===== config.mk =====
export PLATFORM = sky130hd
export DESIGN_NAME = mlb_core
export DESIGN_NICKNAME = d
export VERILOG_FILES = /design/src/mlb_pkg.sv /design/src/mlb_core.sv
export SDC_FILE = /design/constraint.sdc
export NUM_CORES = 1
export LEC_CHECK = 0
export ABC_AREA = 1
export BUFFER_PORTS_ARGS = -buffer_cell sky130_fd_sc_hd__buf_2
export CELL_PAD_IN_SITES_DETAIL_PLACEMENT = 2
export CELL_PAD_IN_SITES_GLOBAL_PLACEMENT = 2
export CORE_MARGIN = 10
export CORE_UTILIZATION = 36
export CTS_CLUSTER_SIZE = 8
export DETAILED_ROUTE_END_ITERATION = 6
export PLACE_DENSITY_LB_ADDON = 0.1
export SLEW_MARGIN = 20
export SYNTH_ARGS = -nofsm -noshare
export SYNTH_HDL_FRONTEND = slang
export SYNTH_SLANG_ARGS = --single-unit
export TNS_END_PERCENT = 50

===== constraint.sdc =====
create_clock -name clk_i -period 14.1 [get_ports clk_i]
set_clock_uncertainty 0.05 [all_clocks]
set_input_delay 1.41 -clock clk_i [delete_from_list [all_inputs] [get_ports clk_i]]
set_output_delay 1.41 -clock clk_i [all_outputs]
set_load 0.01 [all_outputs]

===== src/mlb_pkg.sv =====
// Purpose: constants and types for the motion limit and backlash block
// Assumes: 32-bit classic wishbone, word addressed by byte offset
// Notes: routing selector holds one decimal digit per nibble
`default_nettype none
package mlb_pkg;
	localparam logic [7:0] ADR_AXIS = 8'h00;
	localparam logic [7:0] ADR_LOPT = 8'h04;
	localparam logic [7:0] ADR_ROUTE = 8'h08;
	localparam logic [7:0] ADR_FTL = 8'h0C;
	localparam logic [7:0] ADR_RTL = 8'h10;
	localparam logic [7:0] ADR_FSL = 8'h14;
	localparam logic [7:0] ADR_RSL = 8'h18;
	localparam logic [7:0] ADR_BKL = 8'h1C;
	localparam logic [7:0] ADR_STAT = 8'h20;
	localparam logic [7:0] ADR_MASK = 8'h24;
	localparam logic [7:0] ADR_POS = 8'h28;
	localparam logic [7:0] ADR_STATE = 8'h2C;
	localparam int AXIS_INF_BIT = 1;
	localparam int LOPT_EN_BIT = 4;
	localparam logic [11:0] ROUTE_RST = 12'h214;
	localparam logic [3:0] DIGIT_MIN = 4'h1;
	localparam logic [3:0] DIGIT_MAX = 4'h6;
	localparam logic [9:0] TQ_MAX = 10'd800;
	localparam logic [9:0] TQ_RST = 10'd800;
	localparam logic signed [31:0] SL_MIN = -32'sd999999999;
	localparam logic signed [31:0] SL_MAX = 32'sd99999999;
	localparam logic signed [31:0] FSL_RST = 32'sd99999999;
	localparam logic signed [31:0] RSL_RST = -32'sd99999999;
	localparam logic signed [15:0] BKL_MIN = -16'sd30000;
	localparam logic signed [15:0] BKL_MAX = 16'sd30000;
	localparam logic signed [15:0] BKL_RST = 16'sh0000;
	localparam int BKL_SHIFT = 2;
	localparam int ST_SOFT_ERR = 0;
	localparam int ST_TRAVEL = 1;
	localparam int ST_TQLIM = 2;
	localparam int ST_W = 3;
	typedef enum logic [2:0] {
		FN_NONE, FN_MOTION, FN_READY, FN_TQLIM, FN_BRAKE, FN_OVLW, FN_OVLA
	} mlb_fn_t;
	// status functions that the routing selector chooses among
	typedef struct packed {
		logic ovl_alarm;
		logic ovl_warn;
		logic brake;
		logic tq_limit;
		logic ready;
		logic motion;
	} mlb_func_t;
	typedef struct packed {
		logic req;
		logic dir_rev;
		logic manual;
		logic done;
	} mlb_move_t;
endpackage : mlb_pkg
`default_nettype wire


===== src/mlb_core.sv =====
// Purpose: torque limits, output routing, soft travel limits, backlash
// Assumes: single 50 MHz clock, torque and position from same domain
// Notes: contact outputs are active low, as on the connector
//
// The implementer's own choices: the placing of the registers and the Wishbone interface to the registers.
`default_nettype none
// Function
// RL1: separate forward and reverse torque limit contact inputs.
// RL2: active low input clamps torque of that direction to its limit.
// RL3: limits in percent of rated torque, 0 to 800, reset 800.
// RL4: limiting output low while command exceeds applicable limit.
// RL5: limiting output high while command at or below limit.
// RL6: routing selector of three digits 1..6, range 111..666, reset 214.
// RL7: units digit pair one, tens pair two, hundreds pair three.
// RL8: digit picks motion, ready, limiting, brake, warning or alarm.
// RL9: exceeded range in manual or pulse: reject commands, decelerate.
// RL10: finite mode flags an error if outside limits after positioning.
// RL11: infinite mode raises no error outside limits after positioning.
// RL12: soft limiting only when option bit 4 is one, default zero.
// RL13: signed soft limits, range -999999999..+99999999, documented resets.
// RL14: incremental finite mode: limits off until zero return completes.
// RL15: backlash offset x4, +-30000; forward then reverse adds it.
// RL16: reverse then forward subtracts the backlash offset.
// RL17: limits compared continuously; equal to a limit is inside.
module mlb_core
	import mlb_pkg::*;
(
	input wire logic clk_i,
	input wire logic rst_i,
	input wire logic cyc_i,
	input wire logic stb_i,
	input wire logic we_i,
	input wire logic [7:0] adr_i,
	input wire logic [3:0] sel_i,
	input wire logic [31:0] dat_i,
	output logic [31:0] dat_o,
	output logic ack_o,
	output logic irq_o,
	input wire logic fwd_torque_limit_n_i,
	input wire logic rev_torque_limit_n_i,
	input wire logic signed [15:0] torque_cmd_i,
	input wire mlb_func_t func_i,
	input wire logic signed [31:0] position_i,
	input wire mlb_move_t move_i,
	input wire logic zero_done_i,
	input wire logic incremental_i,
	output logic signed [15:0] torque_out_o,
	output logic torque_limiting_out_n_o,
	output logic [2:0] pair_n_o,
	output logic cmd_reject_o,
	output logic decel_stop_o,
	output logic signed [31:0] comp_pos_o
);
	logic [1:0] fsync_r, rsync_r;
	logic [1:0] axis_mode_setting_r;
	logic [7:0] limit_option_setting_r;
	logic [11:0] route_r;
	logic [9:0] ftl_r, rtl_r;
	logic signed [31:0] fsl_r, rsl_r, adj_r, adj_nxt;
	logic signed [15:0] bkl_r;
	logic [ST_W-1:0] stat_r, mask_r, ev;
	logic zero_done_r, last_rev_r, last_valid_r, ack_r, tqlim_r;
	logic [31:0] rd;

	// first stage feeds only the second
	always_ff @(posedge clk_i) begin
		fsync_r <= {fsync_r[0], fwd_torque_limit_n_i};
		rsync_r <= {rsync_r[0], rev_torque_limit_n_i};
	end

	function automatic mlb_fn_t dec_digit(input logic [3:0] d);
		case (d)
			4'h1: dec_digit = FN_MOTION;
			4'h2: dec_digit = FN_READY;
			4'h3: dec_digit = FN_TQLIM;
			4'h4: dec_digit = FN_BRAKE;
			4'h5: dec_digit = FN_OVLW;
			4'h6: dec_digit = FN_OVLA;
			default: dec_digit = FN_NONE;
		endcase
	endfunction : dec_digit

	function automatic logic digit_ok(input logic [3:0] d);
		digit_ok = (d >= DIGIT_MIN) && (d <= DIGIT_MAX);
	endfunction : digit_ok

	// bus decode
	wire acc = cyc_i && stb_i && !ack_r;
	wire wr = acc && we_i && (&sel_i);
	wire [31:0] wd = dat_i;
	wire w_axis = wr && adr_i == ADR_AXIS;
	wire w_lopt = wr && adr_i == ADR_LOPT;
	// RL6 reject out-of-range digits
	wire w_route = wr && adr_i == ADR_ROUTE && digit_ok(wd[3:0])
		&& digit_ok(wd[7:4]) && digit_ok(wd[11:8]);
	// RL3 reject above 800
	wire w_ftl = wr && adr_i == ADR_FTL && wd[31:0] <= {22'h0, TQ_MAX};
	wire w_rtl = wr && adr_i == ADR_RTL && wd[31:0] <= {22'h0, TQ_MAX};
	// RL13 signed range check
	wire sl_ok = $signed(wd) >= SL_MIN && $signed(wd) <= SL_MAX;
	wire w_fsl = wr && adr_i == ADR_FSL && sl_ok;
	wire w_rsl = wr && adr_i == ADR_RSL && sl_ok;
	// RL15 offset range
	wire w_bkl = wr && adr_i == ADR_BKL && $signed(wd) >= BKL_MIN
		&& $signed(wd) <= BKL_MAX;
	wire w_stat = wr && adr_i == ADR_STAT;
	wire w_mask = wr && adr_i == ADR_MASK;

	// RL1 RL2 directional clamp
	wire fwd_on = !fsync_r[1];
	wire rev_on = !rsync_r[1];
	wire signed [16:0] tq_mag = torque_cmd_i[15] ?
		-{torque_cmd_i[15], torque_cmd_i} : {torque_cmd_i[15], torque_cmd_i};
	wire [9:0] lim = torque_cmd_i[15] ? rtl_r : ftl_r;
	wire lim_on = torque_cmd_i[15] ? rev_on : fwd_on;
	// RL4 RL5 strictly greater restricts
	wire over = lim_on && (tq_mag > $signed({7'h0, lim}));
	wire signed [15:0] tq_clamp = torque_cmd_i[15] ?
		-$signed({6'h0, lim}) : $signed({6'h0, lim});
	wire signed [15:0] tq_next = over ? tq_clamp : torque_cmd_i;

	// RL7 RL8 routing of functions to pairs
	wire mlb_func_t fsel = '{ovl_alarm: func_i.ovl_alarm,
		ovl_warn: func_i.ovl_warn, brake: func_i.brake,
		tq_limit: over, ready: func_i.ready, motion: func_i.motion};
	logic [2:0] pair_act;
	genvar g;
	generate
		for (g = 0; g < 3; g++) begin : g_pair
			wire mlb_fn_t fn = dec_digit(route_r[4*g +: 4]);
			assign pair_act[g] = (fn == FN_MOTION) ? fsel.motion :
				(fn == FN_READY) ? fsel.ready :
				(fn == FN_TQLIM) ? fsel.tq_limit :
				(fn == FN_BRAKE) ? fsel.brake :
				(fn == FN_OVLW) ? fsel.ovl_warn :
				(fn == FN_OVLA) ? fsel.ovl_alarm : 1'b0;
		end
	endgenerate

	// RL12 RL14 limit enable
	wire finite = !axis_mode_setting_r[AXIS_INF_BIT];
	wire lim_en = limit_option_setting_r[LOPT_EN_BIT]
		&& !(incremental_i && finite && !zero_done_r);
	// RL17 equal counts as inside
	wire outside = position_i > fsl_r || position_i < rsl_r;
	// RL9 manual or pulse overrun
	wire travel_ex = lim_en && outside && move_i.manual;
	// RL10 RL11 finite only
	wire soft_err = lim_en && finite && outside && move_i.done;

	// RL15 RL16 reversal compensation
	wire signed [31:0] bk4 = 32'(bkl_r) <<< BKL_SHIFT;
	wire reversal = move_i.req && !travel_ex && last_valid_r
		&& (move_i.dir_rev != last_rev_r);
	always_comb begin
		adj_nxt = adj_r;
		if (reversal) begin
			adj_nxt = move_i.dir_rev ? adj_r + bk4 : adj_r - bk4;
		end
	end

	assign ev = {over && !tqlim_r, travel_ex, soft_err};

	always_comb begin
		case (adr_i)
			ADR_AXIS: rd = {30'h0, axis_mode_setting_r};
			ADR_LOPT: rd = {24'h0, limit_option_setting_r};
			ADR_ROUTE: rd = {20'h0, route_r};
			ADR_FTL: rd = {22'h0, ftl_r};
			ADR_RTL: rd = {22'h0, rtl_r};
			ADR_FSL: rd = fsl_r;
			ADR_RSL: rd = rsl_r;
			ADR_BKL: rd = 32'(bkl_r);
			ADR_STAT: rd = {29'h0, stat_r};
			ADR_MASK: rd = {29'h0, mask_r};
			ADR_POS: rd = comp_pos_o;
			ADR_STATE: rd = {28'h0, lim_en, zero_done_r, last_rev_r,
				tqlim_r};
			default: rd = 32'h0000_0000;
		endcase
	end

	always_ff @(posedge clk_i) begin
		if (rst_i) begin
			ack_r <= 1'b0;
			dat_o <= 32'h0000_0000;
		end else begin
			ack_r <= acc;
			dat_o <= acc ? rd : 32'h0000_0000;
		end
	end
	assign ack_o = ack_r;

	always_ff @(posedge clk_i) begin
		if (rst_i) begin
			axis_mode_setting_r <= 2'h0;
			limit_option_setting_r <= 8'h00;
			route_r <= ROUTE_RST;
			ftl_r <= TQ_RST;
			rtl_r <= TQ_RST;
			fsl_r <= FSL_RST;
			rsl_r <= RSL_RST;
			bkl_r <= BKL_RST;
			mask_r <= '0;
		end else begin
			if (w_axis) axis_mode_setting_r <= wd[1:0];
			if (w_lopt) limit_option_setting_r <= wd[7:0];
			if (w_route) route_r <= wd[11:0];
			if (w_ftl) ftl_r <= wd[9:0];
			if (w_rtl) rtl_r <= wd[9:0];
			if (w_fsl) fsl_r <= wd;
			if (w_rsl) rsl_r <= wd;
			if (w_bkl) bkl_r <= wd[15:0];
			if (w_mask) mask_r <= wd[ST_W-1:0];
		end
	end

	// set wins over write-one clear
	always_ff @(posedge clk_i) begin
		if (rst_i) begin
			stat_r <= '0;
			irq_o <= 1'b0;
		end else begin
			stat_r <= (stat_r & ~(w_stat ? wd[ST_W-1:0] : '0)) | ev;
			irq_o <= |(((stat_r & ~(w_stat ? wd[ST_W-1:0] : '0)) | ev)
				& mask_r);
		end
	end

	always_ff @(posedge clk_i) begin
		if (rst_i) begin
			zero_done_r <= 1'b0;
			last_rev_r <= 1'b0;
			last_valid_r <= 1'b0;
			adj_r <= '0;
			tqlim_r <= 1'b0;
			torque_out_o <= '0;
			torque_limiting_out_n_o <= 1'b1;
			pair_n_o <= 3'h7;
			cmd_reject_o <= 1'b0;
			decel_stop_o <= 1'b0;
			comp_pos_o <= '0;
		end else begin
			if (zero_done_i) zero_done_r <= 1'b1;
			if (move_i.done) begin
				last_rev_r <= move_i.dir_rev;
				last_valid_r <= 1'b1;
			end
			adj_r <= adj_nxt;
			tqlim_r <= over;
			torque_out_o <= tq_next;
			torque_limiting_out_n_o <= !over;
			pair_n_o <= ~pair_act;
			cmd_reject_o <= travel_ex;
			decel_stop_o <= travel_ex;
			comp_pos_o <= position_i + adj_nxt;
		end
	end

	AST_TQ_LOW: assert property (@(posedge clk_i) disable iff (rst_i)
		over |=> !torque_limiting_out_n_o) // RL4
		else $error("limiting output not low");
	AST_TQ_HIGH: assert property (@(posedge clk_i) disable iff (rst_i)
		!over |=> torque_limiting_out_n_o) // RL5
		else $error("limiting output not high");
	AST_CLAMP: assert property (@(posedge clk_i) disable iff (rst_i)
		(fwd_on && !torque_cmd_i[15]) |=>
		torque_out_o <= $signed({6'h0, $past(ftl_r)})) // RL2
		else $error("forward torque not clamped");
	AST_REJECT: assert property (@(posedge clk_i) disable iff (rst_i)
		travel_ex |=> cmd_reject_o && decel_stop_o) // RL9
		else $error("overrun not rejected");
	AST_INF: assert property (@(posedge clk_i) disable iff (rst_i)
		axis_mode_setting_r[AXIS_INF_BIT] |-> !ev[ST_SOFT_ERR]) // RL11
		else $error("error raised in infinite mode");
	AST_FIN: assert property (@(posedge clk_i) disable iff (rst_i)
		soft_err |=> stat_r[ST_SOFT_ERR]) // RL10
		else $error("finite error not flagged");
	AST_OPT: assert property (@(posedge clk_i) disable iff (rst_i)
		!limit_option_setting_r[LOPT_EN_BIT] |-> !travel_ex) // RL12
		else $error("limits applied while disabled");
	AST_ZERO: assert property (@(posedge clk_i) disable iff (rst_i)
		(incremental_i && finite && !zero_done_r) |-> !lim_en) // RL14
		else $error("limits active before zero return");
	AST_BKL: assert property (@(posedge clk_i) disable iff (rst_i) // RL15
		reversal && move_i.dir_rev |=> adj_r == $past(adj_r) + $past(bk4))
		else $error("backlash not added");
	AST_ROUTE: assert property (@(posedge clk_i) disable iff (rst_i)
		route_r[3:0] == 4'h3 |=> pair_n_o[0] == !$past(over)) // RL8
		else $error("pair one not routed to limiting");
	COV_TQ: cover property (@(posedge clk_i) over ##1 !over);
	COV_TRAVEL: cover property (@(posedge clk_i) travel_ex);
	COV_REV: cover property (@(posedge clk_i) reversal);
endmodule : mlb_core
`default_nettype wire


==> impl_results.md, run 1 <==
* Status: finished, final reports clean
* CP Class: input port to flop
* Sequential cell area at between 5000 and 6000 sq um
* Max FO, Critical Path at 43
* CTS buffer count at 38
* # IOs at 199
* Gr usage total at 0.263
* Clk sink count at ~250
* Vias in the first global route at 18636
* Data required time at the worst endpoint at about 15 ns
* Post-synth top area share at 0.323
* Layout cells sized above 1 at 0.124
* Minimum clock period at about 6.6 ns
* RePlAce Congestion at about 0.89
* Final Hold Fails at 0
* Die span in y at 229 um
* Post-DP HPWL at ~55000 um
* Area occupied by multi-input gates at just over 9000 sq um
* Area Overhead vs Synth at 15.9%
* Max-capacitance violation count at 0
* Max Freq at roughly 0.15 GHz
* Ys async rst share at 0
* Wirelength per Cell at ~24 um
* RSZ-0062 raised after global routing: false
* Hold-fix buffers, CTS at 0
* Yosys top cell by area: dfxtp_1
* Setup-failing EPs final at 0
* Die X-Extent at ~230 um
* Slowest CP cell: nor4_2
* Worst Setup Start Kind: input port
* Dpl cell area at ~17000 sq um
* CTS tree: built
* Sequential area share after synthesis at 0.323
* Syn_nets at 2465
* Vias per std cell at between 5 and 6
* Setup_tns at 0 ns
* Top FF cell, synth: dfxtp_1
* Rel. slew slack at 0.289
* Number of remaining DRC errors at 0
* PnR worst setup slack at around 7.5 ns
* Initial Util at 0.363
* Post-synth EDFFs at 0
* CP most frequent cell: nand2_1
* Worst EP arrival at between 6 and 7 ns
* Synth area leaders: dfxtp_1 32%, ha_1 11%, nand2_1 8.9%, a21oi_1 8.8%, inv_1 7.2%
* Port Buf Inserts at approximately 200
* Crit. End Element: flop
* Overall Power at ~1800 uW
* Avg Synthesized Cell Area at 7.06 sq um
* Fin nets at roughly 2600
* Critical Path Max Stage Delay at 0.51 ns
* Cells after Synth at between 2000 and 2500
* Core area at around 43000 sq um
* Synth cell count leaders: 372 x nand2_1, 300 x inv_1, 276 x a21oi_1
* Final Max Slew Viols at 0
* 1st-iter DRT viols at between 900 and 1000
* Antenna diodes at 0
* Pre-CTS WS at roughly 6.9 ns
* Remaining Overflow, GRT at 0
* Worst-Margin Slew at roughly 1.1 ns
* CTS root buf: clkbuf_16
* Layout filler cell count at 5208
* Power density over the cells at ~98 nW/um^2
* Worst ir drop on vdd at about 0.000073 V
* Leak at between 0.008 and 0.009 uW
* Netlist cell types at 52
* Hold Crit Class: flop to flop
* Initial antenna violation count at 1
* Clk Latency, worst-skew pair at between 0.5 and 0.6 ns
* Design Area, Final at ~18000 sq um
* CTS resizes at 0
* Die Area at roughly 52000 sq um
* Reg clk slew, reported paths at roughly 0.050 ns
* Syn Std Cell Area at about 16000 sq um
* Site row count at 76
* WL final at between 70000 and 80000 um
* WHS at between 0.2 and 0.3 ns
* First-pass GRT wire length at approximately 110000 um
* DR pass1 iterations at 5
* Most frequent cell after synthesis: nand2_1
* Via count at 16769
* CTS H-tree depth at 2
* Clk buf depth at 3
* #FFs+latches synth at between 200 and 300
* Fin crit share at 0.467
* Setup bufs post-CTS at 0
* Pin count of the biggest net entering global routing at 68
* YS warnings at 0
* ANT nets after route at 0
power breakdown:
part           leakage [uW]  switching, uW  internal (uW)
Sequential          0.00206           11.0            731
Combinational       0.00601            136           60.5
Clock              0.000503            349            497
area by class of cell:
type	count	area share
Sequential cell	253	0.279
Tap cell	585	0.0403
Clock inverter	2	0.000759
Inverter	307	0.0635
Clock buffer	46	0.0558
Timing Repair Buffer	210	0.0597
Multi-Input combinational cell	1586	0.501
sequential cells by signal (all words and copies together), names as in the netlist, 10 cells and up:
signal	cells
comp_pos_o	32
torque_out_o	16
bkl_r	16
dat_o	32
rtl_r	10
fsl_r	32
adj_r	30
ftl_r	10
route_r	12
rsl_r	32
final timing paths:
path,start,to,slack (ns),cells after the start
worst min register to register,fsync_r[0]$_DFF_P_,fsync_r[1]$_DFF_P_,0.27,0
worst min-delay path,fsync_r[0]$_DFF_P_,fsync_r[1]$_DFF_P_,0.27,0
worst max register to register,bkl_r[0]$_SDFFE_PP0P_,comp_pos_o[31]$_SDFF_PP0_,7.52,31
worst max-delay path,position_i[31],comp_pos_o[26]$_SDFF_PP0_,7.51,29
worst max-delay path: cells and delay by family:
family / cells / cell delay, ns
fa+ha+maj: 3 / 1.01
buf+inv: 2 / 0.27
simple gates: 17 / 2.95
compound gates: 7 / 1.33
layer usage:
metal  GRT usage  part of all wire  vias to the layer above  wire length (um)
met5           0           0.00017                        -                12
met4       0.112             0.042                        2              2970
met3      0.0383             0.039                      153              2790
met2       0.481              0.51                      381             35900
met1       0.298              0.41                     8357             29100
li1            -                 -                     7876                 -
cell usage in the layout, fill, tap and decap left out, types with 6 or more instances in the layout:
master	netlist	routed
nand2_1	372	372
inv_1	300	299
a21oi_1	276	276
dfxtp_1	253	253
buf_2	22	197
nor2_1	196	193
o21ai_0	183	183
ha_1	134	134
nand3_1	58	58
nor3_1	45	45
clkbuf_16	0	39
xor2_1	35	35
a221oi_1	35	35
o22ai_1	35	35
nand4_1	33	33
o211ai_1	33	33
o21ai_2	16	16
xnor2_1	14	14
a31oi_1	13	13
o21ai_1	13	13
buf_4	6	13
o21a_1	11	11
nor4_1	11	11
nor2_2	6	9
o21bai_1	8	8
or2_2	6	6
a21o_1	6	6
o31ai_1	6	6
clkbuf_1	36	6
through the flow:
step | util | cells
final | 0.421 | 2989
after global routing | 0.421 | 2989
after CTS | 0.421 | 2989
after detailed placement | 0.397 | 2941
after global placement | 0.397 | 2941
after floorplan | - | 2218
cell families after synthesis:
group,Yosys count,share of synthesized area
AO/OA/AOI/OAI,653,0.239
XOR/XNOR,49,0.0274
adder cells (fa/ha/maj),136,0.110
buffers and inverters,379,0.0969
flip-flops,253,0.323
multiplexers,1,0.000639
AND/OR/NAND/NOR,747,0.203
Note: power is estimated with default switching activity, not from simulation.
==> inputs of run 2 (changes only) <==
--- a/config.mk
+++ b/config.mk
@@ -10,7 +10,7 @@
 export CELL_PAD_IN_SITES_DETAIL_PLACEMENT = 2
 export CELL_PAD_IN_SITES_GLOBAL_PLACEMENT = 2
 export CORE_MARGIN = 10
-export CORE_UTILIZATION = 36
+export CORE_UTILIZATION = 33
 export CTS_CLUSTER_SIZE = 8
 export DETAILED_ROUTE_END_ITERATION = 6
 export PLACE_DENSITY_LB_ADDON = 0.1
==> constraint.sdc (replaced) <==
create_clock -name clk_i -period 6.6 [get_ports clk_i]
set_clock_uncertainty 0.05 [all_clocks]
set_input_delay 0.66 -clock clk_i [delete_from_list [all_inputs] [get_ports clk_i]]
set_output_delay 0.66 -clock clk_i [all_outputs]
set_load 0.01 [all_outputs]
==> run 2 against run 1 <==
Compared with the run above: worst setup slack got worse by 6.9 ns; highest routed layer is now met4; largest cell class unchanged; global-route usage decreased by 1.7 points; combinational power increased by 110%; sequential share of layout area decreased by 0.19 points; non-clock buffer count increased by 4; clock power increased by 120%; critical path depth increased by 2; sequential cell count unchanged; register-to-register slack got worse by 6.9 ns; via count decreased by 0.64%.
==> impl_results.md, run 2 (synthesis gave the netlist of run 1 again) <==
* HP Start: rev_torque_limit_n_i
* Setup bufs post-CTS at 0
* Power density over the cells at 211 nW/um^2
* Port Buf Inserts at around 200
* Sequential share of power at 0.411
* Post-layout util at 0.391
* CTS buffer count at 38
* Layout cells sized above 1 at 0.126
* Die X-Extent at roughly 240 um
* Worst-Margin Slew at 1.12 ns
* Int Power at ~2800 uW
* Slowest CP cell: ha_1
* Post-DP HPWL at 55900 um
* WL final at about 70000 um
* Most common cell after layout, fill and taps aside: nand2_1
* Overall Power at around 3900 uW
* CTS H-tree depth at 2
* Pin count of the biggest net entering global routing at around 120
* First-pass GRT wire length at about 110000 um
* Clk buf depth at 3
* RSZ-0062 raised after global routing: false
* Number of remaining DRC errors at 0
* RePlAce Congestion at roughly 0.91
* Clk sink count at 253
* Max FO, Critical Path at 7
* Via count at 16662
* Worst EP arrival at roughly 6.4 ns
* CP most frequent cell: nand2_1
* Combinational share of power at 0.110
* WP buf/inv at 4
* Initial Util at 0.335
* Final Max Slew Viols at 0
* Worst R2R Start: bkl_r[0]$_SDFFE_PP0P_
* Clk Latency, worst-skew pair at around 0.56 ns
* CTS tree: built
* Max Freq at roughly 0.17 GHz
* Remaining Overflow, GRT at 0
* Gr usage total at 0.246
* Crit. End Element: flop
* Rel. slew slack at 0.249
* Worst ir drop on vdd at between 0.00015 and 0.0002 V
* Final Hold Fails at 0
* ANT nets after route at 0
* Reg clk slew, reported paths at approximately 0.050 ns
* Minimum clock period at between 5 and 6 ns
* Switch share at 0.276
* Die span in y at roughly 240 um
* Setup_tns at 0 ns
* Wirelength per Cell at 23.8 um
* Critical Path Max Stage Delay at approximately 0.39 ns
* Setup-failing EPs final at 0
* Initial antenna violation count at 2
* Max-capacitance violation count at 0
* Worst Setup Start Kind: flop
* Fin crit share at 0.907
* Die Area at ~57000 sq um
* Status: finished, final reports clean
* CP Launch Point: bkl_r[0]$_SDFFE_PP0P_
* Data required time at the worst endpoint at approximately 7 ns
* Fin nets at approximately 2600
* Vias in the first global route at approximately 18000
* CTS root buf: clkbuf_16
* Core area at approximately 47000 sq um
* Area Overhead vs Synth at 16.7%
* 1st-iter DRT viols at 895
* Vias per std cell at between 5 and 6
* CP Class: flop to flop
* Clock Power Share at 0.479
* Most frequent cells in the layout: 372 x nand2_1, 298 x inv_1, 276 x a21oi_1
* Leak at 0.00860 uW
* Net Sw Power at between 1000 and 1500 uW
* Hold Crit Class: input port to flop
* DR pass1 iterations at 5
* Site row count at 79
* Delay-heaviest family, CP: simple AND/OR/NAND/NOR gates
* # IOs at 199
-- run 2: area by class of cell --
cell class,instances,area (sq um)
Clock buffer,45,1010
Inverter,307,1150
Clock inverter,2,38.8
Tap cell,607,759
Fill cell,5581,28500
Multi-Input combinational cell,1586,9090
Antenna cell,1,2.50
Timing Repair Buffer,214,1150
Sequential cell,253,5060
-- run 2: worst register-to-register path: cells and delay by family (launching register included) --
kind | cells | cell delay [ns]
simple gates | 16 | 2.80
flops | 1 | 0.33
compound gates | 7 | 1.07
xor+xnor | 1 | 0.17
buf+inv | 4 | 0.48
fa+ha+maj | 3 | 0.97
-- run 2: power groups by stage --
stage | Sequential, uW | Clock, uW | Combinational [uW]
6_report | 1590 | 1840 | 423
5_1_grt | 1590 | 1940 | 471
4_1_cts | 1590 | 1880 | 424
3_5_place_dp | 1620 | 0 | 419
3_3_place_gp | 1620 | 0 | 402
2_1_floorplan | 1620 | 0 | 216
-- run 2: per-layer routing --
layer	up-vias	wire, um	track usage
li1	7877	-	-
met1	8335	30200	0.290
met2	352	36000	0.445
met3	98	3380	0.0406
met4	0	2090	0.0804
met5	-	0	0
-- run 2: worst paths after layout --
check	to	slack, ns	cells after the start
worst max-delay path	comp_pos_o[28]$_SDFF_PP0_	0.61	31
worst min-delay path	rsync_r[0]$_DFF_P_	0.16	1
worst max register to register	comp_pos_o[28]$_SDFF_PP0_	0.61	31
worst min register to register	rsync_r[1]$_DFF_P_	0.28	0
-- run 2: per-stage QoR --
step	area (sq um)	setup slack, ns	hold WS (ns)	std cells
global placement	17200	0.973	0.265	2966
CTS	18200	0.519	0.129	3013
global route	18300	0.0362	0.137	3014
floorplan	15700	1.94	0.260	2218
detailed placement	17200	0.580	0.264	2966
finish	18300	0.613	0.156	3015
-- run 2: what timing repair did --
| action | 4_1_cts | 5_1_grt |
|---|---|---|
| hold buffers | 0 | 0 |
| endpoints found under the setup margin | 0 | 2 |
| gates resized for setup | 0 | 3 |
| endpoints found under the hold margin | 0 | 0 |
